`config.mk`:
```
export PLATFORM = sky130hd
export DESIGN_NAME = pds_pwm_deadtime_mask_stage
export DESIGN_NICKNAME = d
export VERILOG_FILES = /design/src/logic/pds_pkg.sv /design/src/logic/pds_pwm_deadtime_mask_stage.sv
export SDC_FILE = /design/constraint.sdc
export NUM_CORES = 1
export LEC_CHECK = 0
export BUFFER_PORTS_ARGS = -buffer_cell sky130_fd_sc_hd__buf_4
export CAP_MARGIN = 20
export CORE_AREA = 2 2 115 117
export CTS_CLUSTER_SIZE = 28
export DETAILED_ROUTE_END_ITERATION = 10
export DIE_AREA = 0 0 117 119
export PLACE_DENSITY = 0.77
export SYNTH_ARGS = -nofsm -noshare
export SYNTH_HDL_FRONTEND = slang
export SYNTH_SLANG_ARGS = --single-unit
```
`constraint.sdc`:
```
create_clock -name CLK -period 3 [get_ports CLK]
set_clock_uncertainty 0.05 [all_clocks]
set_input_delay 0.75 -clock CLK [delete_from_list [all_inputs] [get_ports CLK]]
set_output_delay 0.75 -clock CLK [all_outputs]
set_load 0.03 [all_outputs]
```
`src/logic/pds_pkg.sv`:
```
// Constants for the PWM dead-time and mask output stage
package pds_pkg;
   // Register bus geometry
   localparam int ADDR_W = 8;                 // Special-function address width
   localparam int DATA_W = 8;                 // Special-function data width
   localparam int PAGE_W = 2;                 // Register page select width

   // Register pages
   localparam logic [1:0] PAGE_MAIN = 2'h0;  // Page holding the dead-time and first masks
   localparam logic [1:0] PAGE_AUX  = 2'h2;  // Page holding masks of the other instances

   // Register offsets
   localparam logic [7:0] ADDR_PWM1_MASK_LEVEL  = 8'hAC;
   localparam logic [7:0] ADDR_PWM1_MASK_SELECT = 8'hAD;
   localparam logic [7:0] ADDR_PWM2_MASK_LEVEL  = 8'hBC;
   localparam logic [7:0] ADDR_PWM2_MASK_SELECT = 8'hBD;
   localparam logic [7:0] ADDR_PWM3_MASK_LEVEL  = 8'hCC;
   localparam logic [7:0] ADDR_PWM3_MASK_SELECT = 8'hCD;
   localparam logic [7:0] ADDR_DT_PAIR_ENABLE   = 8'hF9;
   localparam logic [7:0] ADDR_DT_COUNT_LOW     = 8'hFA;
   localparam logic [7:0] ADDR_PWM0_MASK_SELECT = 8'hFB;
   localparam logic [7:0] ADDR_PWM0_MASK_LEVEL  = 8'hFC;

   // Field layout of the dead-time enable register
   localparam int BIT_PAIR_A  = 0;            // Pair of channels 0 and 1
   localparam int BIT_PAIR_B  = 1;            // Pair of channels 2 and 3
   localparam int BIT_PAIR_C  = 2;            // Pair of channels 4 and 5
   localparam int BIT_DT_MSB  = 4;            // Bit 8 of the dead-time count

   // Channel counts
   localparam int CH0_N   = 6;                // Channels of the first instance
   localparam int CHX_N   = 2;                // Channels of each other instance
   localparam int PAIR_N  = 3;                // Complementary pairs of the first instance
   localparam int DT_W    = 9;                // Dead-time count width

   // Reset values
   localparam logic [7:0] RST_REG8    = 8'h00;
   localparam logic [8:0] RST_DT      = 9'h000;
   localparam logic [5:0] RST_MASK6   = 6'h00;
   localparam logic [1:0] RST_MASK2   = 2'h0;
   localparam logic [2:0] RST_PAIR    = 3'h0;
endpackage : pds_pkg

```
`src/logic/pds_pwm_deadtime_mask_stage.sv`:
```
// PWM output stage: dead-time insertion on complementary pairs and channel masking
//
// Behaviour
// - Dead-time count is low byte plus bit four
// - Pair enables delay rising edges of pairs
// - Pair enable ignored outside complementary mode
// - Count used only in complementary mode, enabled
// - Mask select chooses waveform or mask level
// - Masked output follows its mask level bit
// - Channels two to five masked only first instance
// - Dead-time registers writable only while unlocked
`timescale 1ns/100ps
module pds_pwm_deadtime_mask_stage
   import pds_pkg::*;
(
   // Clock and reset
   input  wire logic              CLK,
   input  wire logic              RESET_N,
   // Special-function register bus
   input  wire logic [ADDR_W-1:0] SFR_ADDR,
   input  wire logic [PAGE_W-1:0] SFR_PAGE,
   input  wire logic              SFR_WR,
   input  wire logic [DATA_W-1:0] SFR_WDATA,
   output logic      [DATA_W-1:0] SFR_RDATA,
   // Timed-access unlock state from the unlock unit
   input  wire logic              UNLOCK_OPEN,
   // Complementary-mode flags per pair of the first instance
   input  wire logic [PAIR_N-1:0] COMP_MODE,
   // Generator waveforms
   input  wire logic [CH0_N-1:0]  PWM0_GEN,
   input  wire logic [CHX_N-1:0]  PWM1_GEN,
   input  wire logic [CHX_N-1:0]  PWM2_GEN,
   input  wire logic [CHX_N-1:0]  PWM3_GEN,
   // Output pins
   output logic      [CH0_N-1:0]  PWM0_OUT,
   output logic      [CHX_N-1:0]  PWM1_OUT,
   output logic      [CHX_N-1:0]  PWM2_OUT,
   output logic      [CHX_N-1:0]  PWM3_OUT
);

   // Stored configuration
   logic [PAIR_N-1:0] pair_on_reg;            // Per-pair dead-time enables
   logic              dt_msb_reg;             // Bit 8 of the dead-time count
   logic [7:0]        dt_low_reg;             // Low byte of the dead-time count
   logic [CH0_N-1:0]  msel0_reg;              // First instance mask select
   logic [CH0_N-1:0]  mlvl0_reg;              // First instance mask level
   logic [5:0]        mselx_reg;              // Other instances mask select, two bits each
   logic [5:0]        mlvlx_reg;              // Other instances mask level, two bits each
   logic [DATA_W-1:0] rdata_reg;              // Registered read data

   // Full nine-bit dead-time count
   wire  [DT_W-1:0]   deadtime_count = {dt_msb_reg, dt_low_reg};

   // Address decode
   wire page_main = (SFR_PAGE == PAGE_MAIN);
   wire page_aux  = (SFR_PAGE == PAGE_AUX);
   wire hit_dten  = page_main && (SFR_ADDR == ADDR_DT_PAIR_ENABLE);
   wire hit_dtlo  = page_main && (SFR_ADDR == ADDR_DT_COUNT_LOW);
   wire hit_ms0   = page_main && (SFR_ADDR == ADDR_PWM0_MASK_SELECT);
   wire hit_ml0   = page_main && (SFR_ADDR == ADDR_PWM0_MASK_LEVEL);
   wire hit_ms1   = page_aux  && (SFR_ADDR == ADDR_PWM1_MASK_SELECT);
   wire hit_ml1   = page_aux  && (SFR_ADDR == ADDR_PWM1_MASK_LEVEL);
   wire hit_ms2   = page_aux  && (SFR_ADDR == ADDR_PWM2_MASK_SELECT);
   wire hit_ml2   = page_aux  && (SFR_ADDR == ADDR_PWM2_MASK_LEVEL);
   wire hit_ms3   = page_aux  && (SFR_ADDR == ADDR_PWM3_MASK_SELECT);
   wire hit_ml3   = page_aux  && (SFR_ADDR == ADDR_PWM3_MASK_LEVEL);

   // Protected writes need the unlock to be open
   wire wr_dten   = SFR_WR && hit_dten && UNLOCK_OPEN;
   wire wr_dtlo   = SFR_WR && hit_dtlo && UNLOCK_OPEN;

   // Next values of the mask registers of the other instances
   wire [5:0] mselx_next = {hit_ms3 ? SFR_WDATA[1:0] : mselx_reg[5:4],
                            hit_ms2 ? SFR_WDATA[1:0] : mselx_reg[3:2],
                            hit_ms1 ? SFR_WDATA[1:0] : mselx_reg[1:0]};
   wire [5:0] mlvlx_next = {hit_ml3 ? SFR_WDATA[1:0] : mlvlx_reg[5:4],
                            hit_ml2 ? SFR_WDATA[1:0] : mlvlx_reg[3:2],
                            hit_ml1 ? SFR_WDATA[1:0] : mlvlx_reg[1:0]};
   wire       wr_mx      = SFR_WR && (hit_ms1 || hit_ms2 || hit_ms3);
   wire       wr_lx      = SFR_WR && (hit_ml1 || hit_ml2 || hit_ml3);

   // Read multiplexer; reserved and missing bits read as zero
   wire [DATA_W-1:0] rd_dten = {3'h0, dt_msb_reg, 1'b0, pair_on_reg};
   wire [DATA_W-1:0] rdata_next =
      hit_dten ? rd_dten :
      hit_dtlo ? dt_low_reg :
      hit_ms0  ? {2'h0, msel0_reg} :
      hit_ml0  ? {2'h0, mlvl0_reg} :
      hit_ms1  ? {6'h00, mselx_reg[1:0]} :
      hit_ml1  ? {6'h00, mlvlx_reg[1:0]} :
      hit_ms2  ? {6'h00, mselx_reg[3:2]} :
      hit_ml2  ? {6'h00, mlvlx_reg[3:2]} :
      hit_ms3  ? {6'h00, mselx_reg[5:4]} :
      hit_ml3  ? {6'h00, mlvlx_reg[5:4]} :
      RST_REG8;                                 // Unmapped address reads zero

   // Dead-time enable register, unlock protected
   always_ff @(posedge CLK or negedge RESET_N) begin
      if (!RESET_N) begin
         pair_on_reg <= RST_PAIR;
         dt_msb_reg  <= 1'b0;
      end else if (wr_dten) begin
         pair_on_reg <= {SFR_WDATA[BIT_PAIR_C], SFR_WDATA[BIT_PAIR_B], SFR_WDATA[BIT_PAIR_A]};
         dt_msb_reg  <= SFR_WDATA[BIT_DT_MSB];
      end
   end

   // Dead-time count low byte, unlock protected
   always_ff @(posedge CLK or negedge RESET_N) begin
      if (!RESET_N) begin
         dt_low_reg <= RST_REG8;
      end else if (wr_dtlo) begin
         dt_low_reg <= SFR_WDATA;
      end
   end

   // First instance mask registers, six channels
   always_ff @(posedge CLK or negedge RESET_N) begin
      if (!RESET_N) begin
         msel0_reg <= RST_MASK6;
         mlvl0_reg <= RST_MASK6;
      end else begin
         if (SFR_WR && hit_ms0) msel0_reg <= SFR_WDATA[CH0_N-1:0];
         if (SFR_WR && hit_ml0) mlvl0_reg <= SFR_WDATA[CH0_N-1:0];
      end
   end

   // Other instances keep only channels 0 and 1
   always_ff @(posedge CLK or negedge RESET_N) begin
      if (!RESET_N) begin
         mselx_reg <= {RST_MASK2, RST_MASK2, RST_MASK2};
         mlvlx_reg <= {RST_MASK2, RST_MASK2, RST_MASK2};
      end else begin
         if (wr_mx) mselx_reg <= mselx_next;
         if (wr_lx) mlvlx_reg <= mlvlx_next;
      end
   end

   // Read data register, follows the address one cycle later
   always_ff @(posedge CLK or negedge RESET_N) begin
      if (!RESET_N) rdata_reg <= RST_REG8;
      else          rdata_reg <= rdata_next;
   end
   assign SFR_RDATA = rdata_reg;

   // First instance channels: dead-time then mask
   genvar gi;
   generate
      for (gi = 0; gi < CH0_N; gi++) begin : g_ch0
         logic [DT_W-1:0] cnt_reg;             // Cycles the waveform has been high
         logic            out_reg;             // Pin flop
         // Pair is delayed only with its enable set in complementary mode
         wire dt_active = pair_on_reg[gi/2] && COMP_MODE[gi/2];
         // Rising edge released once the count is reached
         wire cnt_done  = (cnt_reg == deadtime_count);
         wire delayed   = PWM0_GEN[gi] && (!dt_active || cnt_done);
         // Mask overrides after the delay stage
         wire out_next  = msel0_reg[gi] ? mlvl0_reg[gi] : delayed;

         // High-time counter, cleared while low, saturates at the count
         always_ff @(posedge CLK or negedge RESET_N) begin
            if (!RESET_N) begin
               cnt_reg <= RST_DT;
            end else if (!PWM0_GEN[gi]) begin  // Falling edge passes undelayed
               cnt_reg <= RST_DT;
            end else if (!cnt_done) begin
               cnt_reg <= cnt_reg + 9'h001;
            end
         end

         // Output pin flop
         always_ff @(posedge CLK or negedge RESET_N) begin
            if (!RESET_N) out_reg <= 1'b0;
            else          out_reg <= out_next;
         end
         assign PWM0_OUT[gi] = out_reg;
      end
   endgenerate

   // Other instances: mask only, no dead-time stage
   wire [5:0] genx = {PWM3_GEN, PWM2_GEN, PWM1_GEN};
   wire [5:0] outx;                             // Pin flops of instances 1 to 3
   generate
      for (gi = 0; gi < 6; gi++) begin : g_chx
         logic o_reg;                          // Pin flop, one per channel
         wire nxt = mselx_reg[gi] ? mlvlx_reg[gi] : genx[gi];
         always_ff @(posedge CLK or negedge RESET_N) begin
            if (!RESET_N) o_reg <= 1'b0;
            else          o_reg <= nxt;
         end
         assign outx[gi] = o_reg;
      end
   endgenerate
   assign PWM1_OUT = outx[1:0];
   assign PWM2_OUT = outx[3:2];
   assign PWM3_OUT = outx[5:4];
endmodule // pds_pwm_deadtime_mask_stage

```
# Word-level counts from Yosys, hierarchy flattened
# Index checks and enable logic that the tools add are counted.
# totals
reg_bits,110
latchBits,0
mem_bits_rw,0
mem_bits_ro,0
wordCells,140
mem_count,0
# classes
addsub,6
mul,0
n_div,0
magnitude_cmp,0
n_eq_ne,23
shift,0
muxes,34
bitwise_logic,0
n_reduce_logical,47
# op_table
operator,n
two-way mux 9 bit,12
"equality test 8 bit, second input constant",10
"adder 9 x 1 -> 9 bit, second input constant",6
equality test 9 bit,6
logical AND 1 bit,27
two-way mux 8 bit,2
two-way mux 1 bit,12
two-way mux 2 bit,6
two-way mux 6 bit,2
"inequality test 2 bit, second input constant",6
AND reduction 2 bit,6
logical OR 1 bit,10
logical NOT 1 bit,3
"equality test 2 bit, second input constant",1
logical NOT 2 bit,1

# Depth between registers and ports, before layout
# Gate-level depths: netlist (run 1).
# logic_depth
word_depth,12
mapped_depth,8
ltp_nobuf,5

# Worst setup path after synthesis (run 1)
# No wires, ideal clock.
# synth_timing
path_kind,input to register
startpoint,input SFR_ADDR[7]
endpoint,register dt_low_reg[2]
arrival_ns,2.126
required_ns,2.825
slack_ns,0.699
path_stages,7
cell_sequence,buf_2 > and4b_1 > nand4b_2 > nor2_1 > and3_1 > buf_2 > mux2_2
# synth_via
elab_chain_cells,4
# synth_lines
item,line_no,text
from (decl),pds_pwm_deadtime_mask_stage.sv:20,"input wire logic [ADDR_W-1:0] SFR_ADDR,"
equality test 8 bit,pds_pwm_deadtime_mask_stage.sv:58,wire hit_dtlo = page_main && (SFR_ADDR == ADDR_DT_COUNT_LOW);
logical AND 1 bit,pds_pwm_deadtime_mask_stage.sv:58,
logical AND 1 bit (2 in series),pds_pwm_deadtime_mask_stage.sv:70,wire wr_dtlo = SFR_WR && hit_dtlo && UNLOCK_OPEN;
to (signal assigned),pds_pwm_deadtime_mask_stage.sv:111,dt_low_reg <= RST_REG8;
to (signal assigned),pds_pwm_deadtime_mask_stage.sv:113,dt_low_reg <= SFR_WDATA;
to (decl),pds_pwm_deadtime_mask_stage.sv:44,logic [7:0] dt_low_reg;
# No other way between the ends.
# A chain may end at the register's enable or synchronous reset.

# Final worst setup path (run 1)
# layout_timing
startpoint,register dt_low_reg[4]
endpoint,register g_ch0[1].out_reg
# layout_via
elab_chain_cells,4
# layout_lines
item,line_no,text
equality test 9 bit,pds_pwm_deadtime_mask_stage.sv:155,wire cnt_done = (cnt_reg == deadtime_count);
logical OR 1 bit,pds_pwm_deadtime_mask_stage.sv:156,wire delayed = PWM0_GEN[gi] && (!dt_active || cnt_done);
logical AND 1 bit,pds_pwm_deadtime_mask_stage.sv:156,
two-way mux 1 bit,pds_pwm_deadtime_mask_stage.sv:158,wire out_next = msel0_reg[gi] ? mlvl0_reg[gi] : delayed;
named net g_ch0[1].out_next,pds_pwm_deadtime_mask_stage.sv:158,
to (signal assigned),pds_pwm_deadtime_mask_stage.sv:174,else out_reg <= out_next;
to (decl),pds_pwm_deadtime_mask_stage.sv:151,logic out_reg;
# The timed path passes the listed nets, and every way through them passes these cells.

==> results of run 1 <==
logic make-up (layout without fill, tap and decap cells):
group | count (synthesis) | count (layout)
xor+xnor | 64 | 64
compound gates | 109 | 109
simple gates | 183 | 183
mux | 59 | 59
flops | 110 | 110
buf+inv | 62 | 88
fa+ha+maj | 6 | 6
metrics by stage:
step	cells	hold WS [ns]	utilization (%)	worst slack, ns	area [sq um]
after CTS	795	0.363	53.5	0.659	6890
after floorplan	593	0.404	-	0.699	6210
after detailed placement	779	0.470	51.1	0.541	6580
after global placement	779	0.462	51.1	0.617	6580
final	795	0.335	53.5	0.666	6890
after global routing	795	0.388	53.5	0.504	6890
worst max path at each step:
stage	end	cells past startpoint
global placement	msel0_reg[5]$_DFFE_PN0P_	6
global route	g_ch0[1].out_reg$_DFF_PN0_	5
floorplan	dt_low_reg[2]$_DFFE_PN0P_	7
detailed placement	msel0_reg[5]$_DFFE_PN0P_	6
finish	g_ch0[1].out_reg$_DFF_PN0_	5
CTS	g_ch0[1].out_reg$_DFF_PN0_	5
power groups by stage:
stage          Sequential (mW)  Combinational (mW)  Clock (mW)
5_1_grt                   1.66               0.789        1.29
3_5_place_dp              1.68               0.706           0
6_report                  1.65               0.706        1.21
4_1_cts                   1.65               0.712        1.23
2_1_floorplan             1.65               0.620           0
3_3_place_gp              1.68               0.680           0
cell usage in the layout (no fill, tap or decap), drive strengths merged, types with 11 or more instances in the layout:
| master | count |
|---|---|
| nand2 | 31 |
| nor3 | 12 |
| nand3 | 28 |
| buf | 59 |
| o21a | 14 |
| clkbuf | 11 |
| inv | 13 |
| a21boi | 15 |
| nand4 | 15 |
| o21ai | 23 |
| mux2 | 43 |
| a21oi | 12 |
| xor2 | 44 |
| mux2i | 16 |
| o31ai | 14 |
| xnor2 | 20 |
| dfrtp | 110 |
| nor2 | 14 |
| nand2b | 12 |
synthesized netlist by cell type (all sizes together), types with 2 or more instances:
library cell,number,area [sq um]
a22o,2,17.5
o41ai,5,43.8
nand4,15,93.8
mux2,43,484
a211oi,2,15.0
o211ai,3,22.5
or4b,3,30.0
buf,36,249
and2,10,62.6
inv,13,48.8
nor2,14,52.6
o21ai,23,115
a21boi,15,113
dfrtp,110,2750
nor2b,8,50.1
nand3b,3,22.5
nand2b,12,75.1
xnor2,20,175
nand4b,3,32.5
nand2,31,116
a21oi,12,60.1
o21a,14,105
or4,10,75.1
or3,8,50.1
o31ai,14,105
nor3b,4,30.0
nor3,12,60.1
and3b,2,17.5
nand3,28,140
o311ai,3,26.3
and3,8,50.1
nor4,9,92.6
o221ai,2,17.5
clkbuf,13,52.6
ha,6,75.1
a31oi,6,37.5
mux2i,16,160
xor2,44,385
worst max-delay path: stages (launching register included):
cell and delay, ns:
dfrtp_1 0.70, xor2_1 0.13, nor4_1 0.39, and3_1 0.56
o21ai_0 0.20, o21ai_0 0.22
routing by layer:
| layer | part of all wire (%) | up-vias | GRT usage, % |
|---|---|---|---|
| li1 | - | 2173 | - |
| met4 | 1.9 | 0 | 7.57 |
| met5 | 0 | - | 0 |
| met3 | 4.3 | 21 | 4.17 |
| met2 | 49 | 110 | 33.1 |
| met1 | 45 | 2356 | 29.1 |
final cells by class:
type	count	area [sq um]	share of cell area [%]
timing repair buffer	59	455	6.61
multi-input combinational	421	3110	45.1
clock inverter	5	58.8	0.854
clock buffer	11	243	3.53
sequential	110	2750	40.0
tap	176	220	3.20
inverter	13	48.8	0.709
==> impl_metrics.csv, run 1 <==
group,metric,value,unit
cts,cts_max_level,3,
cts,cts_buffer_depth,2,
detailed_routing,viasPerCell,5.86,
logic_synthesis,async_reset_ff_share,100,%
logic_synthesis,synth_compound_area_share,12.0,%
grt,grt_remaining_overflow,0,
worst_setup_path,r2r_cells,5,
sta,worst_pin_slew,0.800,ns
sta,final.period_utilization,77.8,%
layout,drive_above_1_share,19.7,%
flow_run,cap_violations,0,
worst_setup_path,critPathRequiredTime,3.21,ns
logic_synthesis,synth_edf_count,0,
detailed_routing,dr.first_iter.drc_count,308,
detailed_routing,drtPass1Iterations,5,
power_and_ir_drop,pwr-share-seq,46.3,%
worst_setup_path,cp_max_fo,15,
grt,first_global_vias,4544,
cts,cts_hold_buf,0,
hold_path,hp-class,"in -> async",
worst_setup_path,timing.rr.end,"g_ch0[1].out_reg$_DFF_PN0_",
logic_synthesis,synth-xor-area-share,9.03,%
worst_setup_path,ff2ff_setup_slack,0.67,ns
grt,grt_first_pass_wirelength,22900,um
power_and_ir_drop,power.share.switching,29.6,%
grt,grt_usage,21.1,%
cts,cts.sinks,110,
logic_synthesis,synthFlopType,"dfrtp_1",
sta,finalSetupViolations,0,
place,port-buffer-count,56,
floorplanning,io_pins,57,
cts,numCtsBuffers,9,
worst_setup_path,worst-setup-path-type,"reg -> reg",
power_and_ir_drop,combPwrFrac,19.8,%
cts,post_cts_buffers,0,
grt,antenna_found_initial,0,
sta,slew_viol_final,0,
sta,min_period,2.33,ns
layout,fin_nets,657,
power_and_ir_drop,switching_power,1.06,mW
cts,cts-resized-gates,0,
place,place_congestion,0.904,
logic_synthesis,yosys.area_share.adder,1.21,%
layout,syn2layout_area_growth,10.9,%
layout,antenna_cells,0,
detailed_routing,via_count,4660,
detailed_routing,wirelength,13900,um
floorplanning,coreArea,12900,sq um
power_and_ir_drop,p_total,3.56,mW
logic_synthesis,synth_cell_type_count,57,
sta,rsz0062_at_grt,"no",
logic_synthesis,synthCells,593,
logic_synthesis,synthMuxAreaShare,10.4,%
logic_synthesis,synth_fp_nets,636,
detailed_routing,drcViolationCount,0,
logic_synthesis,ys_ff_latch,110,
floorplanning,num_rows,42,
cts,clkTransAtPathRegs,0.07,ns
logic_synthesis,synth_top_family_by_area,"simple AND/OR/NAND/NOR gates",
cts,cts_tree,"yes",
sta,max_freq,428,MHz
worst_setup_path,endpoint_kind,"flip-flop",
detailed_routing,ant_nets,0,
cts,root_buffer,"clkbuf_16",
sta,slew_headroom,46.3,%
sta,hold_viol,0,
floorplanning,initial_core_util,48.2,%
layout,largest_reg_flops,54,
sta,fin_setup_tns,0,ns
grt,grt_max_degree,68,
logic_synthesis,synth.avg_cell_area,10.5,sq um
floorplanning,die_area,13900,sq um
power_and_ir_drop,internal_power,2.51,mW
worst_setup_path,critPathArrivalTime,2.55,ns
logic_synthesis,seq_area_frac_synth,44.3,%
floorplanning,die_x,117,um
worst_setup_path,startpoint_type,"flip-flop",
power_and_ir_drop,clkPwrFrac,33.8,%
power_and_ir_drop,vdd_ir_drop_max,0.298,mV
power_and_ir_drop,p_leak,3.20,nW
logic_synthesis,syn_area,6210,sq um
detailed_routing,wl_per_cell,17.5,um
layout,nFillCells,1127,
cts,clock_latency,0.36,ns
place,dp_hpwl,9690,um
power_and_ir_drop,power_density,518,nW/um^2
outcome,status,"finished clean",
worst_setup_path,crit_path_start,"dt_low_reg[4]$_DFFE_PN0P_",
logic_synthesis,yosys.area_share.simple,17.4,%
worst_setup_path,reg2reg_from,"dt_low_reg[4]$_DFFE_PN0P_",
logic_synthesis,yosys_warnings,0,
floorplanning,die_h,119,um
No activity file was read; power rests on OpenSTA's default activity.
==> run 2, diff against run 1 <==
Clock period 3 ns to 2.17 ns, I/O delays scaled along.
==> run 2 against run 1 <==
  * Global-route usage rose by 0.60 points
  * Count of clock-buffer cells in the layout did not move
  * Critical path depth rose by 1
==> impl_metrics.csv, run 2 (same netlist as run 1, synthesis figures left out) <==
group,metric,value,unit
outcome,status,"finished clean",
worst_setup_path,startpoint_type,"flip-flop",
grt,grt_usage,21.7,%
floorplanning,coreArea,12900,sq um
layout,drive_above_1_share,24.3,%
flow_run,cap_violations,0,
worst_setup_path,critPathTopFamily,"simple AND/OR/NAND/NOR gates",
sta,min_period,2.04,ns
cts,root_buffer,"clkbuf_16",
sta,finalSetupViolations,0,
layout,final_common_cell,"dfrtp_1",
detailed_routing,drtPass1Iterations,5,
worst_setup_path,crit_chain,"buf_4 -> xor2_1 -> nor4_2 -> buf_4 -> or4_1 -> a21boi_0",
cts,cts_tree,"yes",
floorplanning,die_h,119,um
detailed_routing,viasPerCell,5.75,
cts,clock_latency,0.35,ns
sta,slew_headroom,71.9,%
cts,cts_buffer_depth,2,
place,place_congestion,0.908,
cts,numCtsBuffers,9,
cts,cts_max_level,3,
worst_setup_path,crit_buf_inv,2,
floorplanning,num_rows,42,
worst_setup_path,slowest_delay,0.55,ns
worst_setup_path,endpoint_kind,"flip-flop",
layout,largest_reg_flops,54,
floorplanning,io_pins,57,
detailed_routing,ant_nets,0,
power_and_ir_drop,p_leak,3.32,nW
sta,whs,0.0562,ns
floorplanning,die_area,13900,sq um
grt,grt_max_degree,36,
cts,cts_hold_buf,0,
worst_setup_path,cp_slowest_cell,"dfrtp_1",
floorplanning,die_x,117,um
sta,hold_viol,0,
power_and_ir_drop,p_total,4.93,mW
grt,antenna_found_initial,0,
cts,clkTransAtPathRegs,0.07,ns
layout,final_cell_mix,"102 x dfrtp_1, 80 x buf_4, 44 x xor2_1",
floorplanning,initial_core_util,48.2,%
worst_setup_path,cpMostUsedCell,"buf_4",
power_and_ir_drop,vdd_ir_drop_max,0.505,mV
hold_path,hp-class,"in -> async",
power_and_ir_drop,power_density,697,nW/um^2
sta,slew_viol_final,0,
place,dp_hpwl,10300,um
worst_setup_path,worst-setup-path-type,"reg -> reg",
detailed_routing,drcViolationCount,0,
detailed_routing,wirelength,14000,um
detailed_routing,dr.first_iter.drc_count,370,
layout,nFillCells,1113,
detailed_routing,via_count,4703,
grt,grt_remaining_overflow,0,
worst_setup_path,cp_max_fo,15,
layout,multi_input_area,3110,sq um
worst_setup_path,critPathRequiredTime,2.38,ns
grt,grt_first_pass_wirelength,23600,um
grt,first_global_vias,4782,
layout,regArea,2760,sq um
detailed_routing,wl_per_cell,17.1,um
worst_setup_path,critPathArrivalTime,2.25,ns
layout,antenna_cells,0,
sta,final.period_utilization,93.9,%
sta,rsz0062_at_grt,"no",
place,port-buffer-count,56,
cts,cts.sinks,110,
layout,syn2layout_area_growth,14.0,%
sta,fin_setup_tns,0,ns
sta,max_freq,491,MHz
layout,fin_nets,681,
sta,worst_pin_slew,0.416,ns
-- run 2: through the flow --
step / area, sq um / instances / worst slack [ns] / util, %
floorplan: 6210 / 593 / 0.0762 / -
global placement: 6790 / 803 / 0.0526 / 52.7
detailed placement: 6790 / 803 / 0.0139 / 52.7
CTS: 7060 / 818 / 0.0544 / 54.9
global route: 7080 / 818 / 0.00724 / 55.0
finish: 7080 / 818 / 0.131 / 55.0
-- run 2: power breakdown --
part	switching, mW	internal (mW)
clock	0.715	0.829
combinational	0.611	0.493
sequential	0.138	2.14
total	1.46	3.47
-- run 2: cell type report --
class / instances / share of cell area, %
Clock buffer: 11 / 3.57
Clock inverter: 4 / 0.318
Inverter: 13 / 0.690
Multi-Input combinational cell: 421 / 43.9
Sequential cell: 110 / 39.0
Tap cell: 176 / 3.11
Timing Repair Buffer: 83 / 9.34
-- run 2: what timing repair did --
action | in CTS | in global routing
setup buffers | 0 | 0
setup endpoints to repair | 0 | 26
gates resized for setup | 0 | 10
-- run 2: layer usage --
layer  share of wire, %  track usage [%]
met1                 44             28.9
met2                 49             35.1
met3                4.0             4.07
met4                2.9             8.24
met5                  0                0
-- run 2: worst paths after layout --
kind | depth (start not counted) | to | slack, ns | start
min in group CLK | 2 | g_chx[5].o_reg$_DFF_PN0_ | 0.37 | PWM3_GEN[1]
worst min register to register | 2 | g_ch0[4].out_reg$_DFF_PN0_ | 0.47 | mlvl0_reg[4]$_DFFE_PN0P_
worst max-delay path | 6 | g_ch0[5].cnt_reg[6]$_DFFE_PN0P_ | 0.13 | dt_low_reg[4]$_DFFE_PN0P_
max in group asynchronous | 2 | dt_low_reg[2]$_DFFE_PN0P_ | 1.40 | RESET_N
worst max register to register | 6 | g_ch0[5].cnt_reg[6]$_DFFE_PN0P_ | 0.13 | dt_low_reg[4]$_DFFE_PN0P_
worst min-delay path | 1 | g_ch0[0].out_reg$_DFF_PN0_ | 0.06 | RESET_N
-- run 2: worst reg2reg max path, delay by kind of cell (launching register included) --
kind	cells	cell delay [ns]
flip-flops	1	0.55
XOR/XNOR	1	0.17
AO/OA/AOI/OAI	1	0.20
buffers and inverters	2	0.40
AND/OR/NAND/NOR	2	0.57
==> run 3, diff against run 2 <==
Settings changed: CELL_PAD_IN_SITES_DETAIL_PLACEMENT set to 1, CELL_PAD_IN_SITES_GLOBAL_PLACEMENT set to 2, CORE_AREA 2 2 115 117 to 2 2 154 111, DIE_AREA 0 0 117 119 to 0 0 156 113, PLACE_DENSITY 0.77 to 0.88.
==> run 3 against run 2 <==
  * Design area rose by 2.5%
  * Die area rose by 27%
  * Flip-flop and latch count did not move
  * Worst hold slack improved by 0.072 ns
  * Wire length rose by 24%
  * Combinational power rose by 6%
  * Critical path type unchanged
==> impl_metrics.csv, run 3 (same netlist as run 1, synthesis figures left out) <==
group,metric,value,unit
outcome,status,"finished clean",
layout,stdcell_count,856,
grt,grt_remaining_overflow,0,
cts,clock_latency,0.35,ns
cts,clkTransAtPathRegs,0.08,ns
power_and_ir_drop,p_leak,3.38,nW
sta,finalSetupViolations,0,
grt,grt_max_degree,39,
place,port-buffer-count,56,
cts,cts_max_level,3,
detailed_routing,ant_nets,0,
grt,antenna_found_initial,0,
detailed_routing,drcViolationCount,0,
worst_setup_path,startpoint_type,"flip-flop",
sta,slew_headroom,61.8,%
detailed_routing,dr.first_iter.drc_count,308,
floorplanning,coreArea,16100,sq um
worst_setup_path,timing.rr.end,"g_ch0[3].cnt_reg[1]$_DFFE_PN0P_",
layout,multi_input_area,3130,sq um
layout,nFillCells,1752,
grt,grt_usage,20.7,%
worst_setup_path,ff2ff_setup_slack,0.09,ns
floorplanning,die_x,156,um
grt,first_global_vias,5221,
layout,drive_above_1_share,25.0,%
place,place_congestion,0.867,
floorplanning,num_rows,39,
sta,max_freq,481,MHz
cts,numCtsBuffers,9,
sta,slew_viol_final,0,
worst_setup_path,critPathRequiredTime,2.36,ns
layout,syn2layout_area_growth,16.9,%
sta,fin_setup_tns,0,ns
worst_setup_path,reg2reg_from,"dt_low_reg[4]$_DFFE_PN0P_",
detailed_routing,drtPass1Iterations,4,
layout,final_common_cell,"dfrtp_1",
detailed_routing,via_count,4827,
sta,hold_viol,0,
detailed_routing,wirelength,17400,um
layout,final_cell_mix,"107 x dfrtp_1, 85 x buf_4, 44 x xor2_1",
floorplanning,die_area,17600,sq um
floorplanning,io_pins,57,
hold_path,hp-class,"in -> async",
layout,fin_nets,689,
cts,cts_hold_buf,0,
cts,cts.sinks,110,
sta,min_period,2.08,ns
layout,postLayoutCoreUtil,45.2,%
detailed_routing,viasPerCell,5.64,
worst_setup_path,endpoint_kind,"flip-flop",
layout,antenna_cells,0,
detailed_routing,wl_per_cell,20.3,um
cts,cts_tree,"yes",
place,dp_slack,-0.100,ns
sta,final.setup.worst_slack,0.0922,ns
flow_run,cap_violations,0,
sta,final.period_utilization,95.8,%
sta,rsz0062_at_grt,"no",
power_and_ir_drop,power_density,716,nW/um^2
worst_setup_path,critPathArrivalTime,2.27,ns
cts,cts-resized-gates,4,
cts,post_cts_buffers,0,
sta,worst_pin_slew,0.573,ns
power_and_ir_drop,vdd_ir_drop_max,0.473,mV
worst_setup_path,cp_max_fo,14,
floorplanning,initial_core_util,38.7,%
grt,grt_first_pass_wirelength,28600,um
place,dp_hpwl,12900,um
worst_setup_path,r2r_cells,5,
worst_setup_path,worst-setup-path-type,"reg -> reg",
cts,cts_buffer_depth,2,
place,place_inst,840,
layout,regArea,2760,sq um
layout,largest_reg_flops,54,
cts,root_buffer,"clkbuf_16",
floorplanning,die_h,113,um
==> run 3: changes by cell type in the layout (fill, tap and decap cells not counted), moves of 2 or more <==
cell,delta
inv_6,+3
dfrtp_1,+5
buf_12,+3
clkbuf_8,-2
nor4_2,+2
dfrtp_2,-5
nor4_1,-2
buf_4,+5
clkinv_2,-3
==> run 3: metrics by stage <==
| stage | power [mW] | cell area [sq um] | hold WS, ns |
|---|---|---|---|
| after floorplan | 3.13 | 6210 | 0.197 |
| after global placement | 3.40 | 6920 | 0.437 |
| after detailed placement | 3.48 | 6920 | 0.457 |
| after CTS | 5.23 | 7230 | 0.134 |
| after global routing | 5.47 | 7260 | 0.149 |
| final | 5.20 | 7260 | 0.128 |
==> run 3: layout make-up <==
class | instances | area share, %
Tap cell | 205 | 3.53
Inverter | 13 | 0.672
Clock inverter | 6 | 1.03
Clock buffer | 10 | 3.16
Timing Repair Buffer | 91 | 10.4
Multi-Input combinational cell | 421 | 43.2
Sequential cell | 110 | 38.0
==> run 3: worst max-delay path, stage by stage, from the launching register on <==
cell and delay, ns:
dfrtp_1 0.49, xor2_1 0.19, nor4_1 0.50, and3_2 0.43, mux2i_1 0.24, nor2b_1 0.07
==> run 3: worst max-delay path by stage <==
stage               cells past startpoint  slack, ns                       from                               to
floorplan                               7       0.08                SFR_ADDR[7]        dt_low_reg[2]$_DFFE_PN0P_
global placement                        6      -0.05                SFR_ADDR[6]           SFR_RDATA[1]$_DFF_PN0_
detailed placement                      5      -0.10  dt_low_reg[2]$_DFFE_PN0P_       g_ch0[1].out_reg$_DFF_PN0_
CTS                                     5       0.04  dt_low_reg[7]$_DFFE_PN0P_       g_ch0[2].out_reg$_DFF_PN0_
global route                            6      0.005  dt_low_reg[4]$_DFFE_PN0P_  g_ch0[2].cnt_reg[5]$_DFFE_PN0P_
finish                                  5       0.09  dt_low_reg[4]$_DFFE_PN0P_  g_ch0[3].cnt_reg[1]$_DFFE_PN0P_
==> run 3: metal layers <==
layer / up-vias / routed length, um / global-route usage, %
li1: 2244 / - / -
met1: 2489 / 8300 / 29.2
met2: 80 / 8310 / 34.0
met3: 14 / 620 / 3.72
met4: 0 / 145 / 3.61
met5: - / 0 / 0
==> run 3: power breakdown <==
group          total (mW)  leakage (nW)  internal, mW  switching (mW)
Clock                1.73         0.146         0.919           0.808
Combinational        1.17          1.74         0.506           0.665
Sequential           2.30          1.50          2.14           0.158
Total                5.20          3.38          3.57            1.63
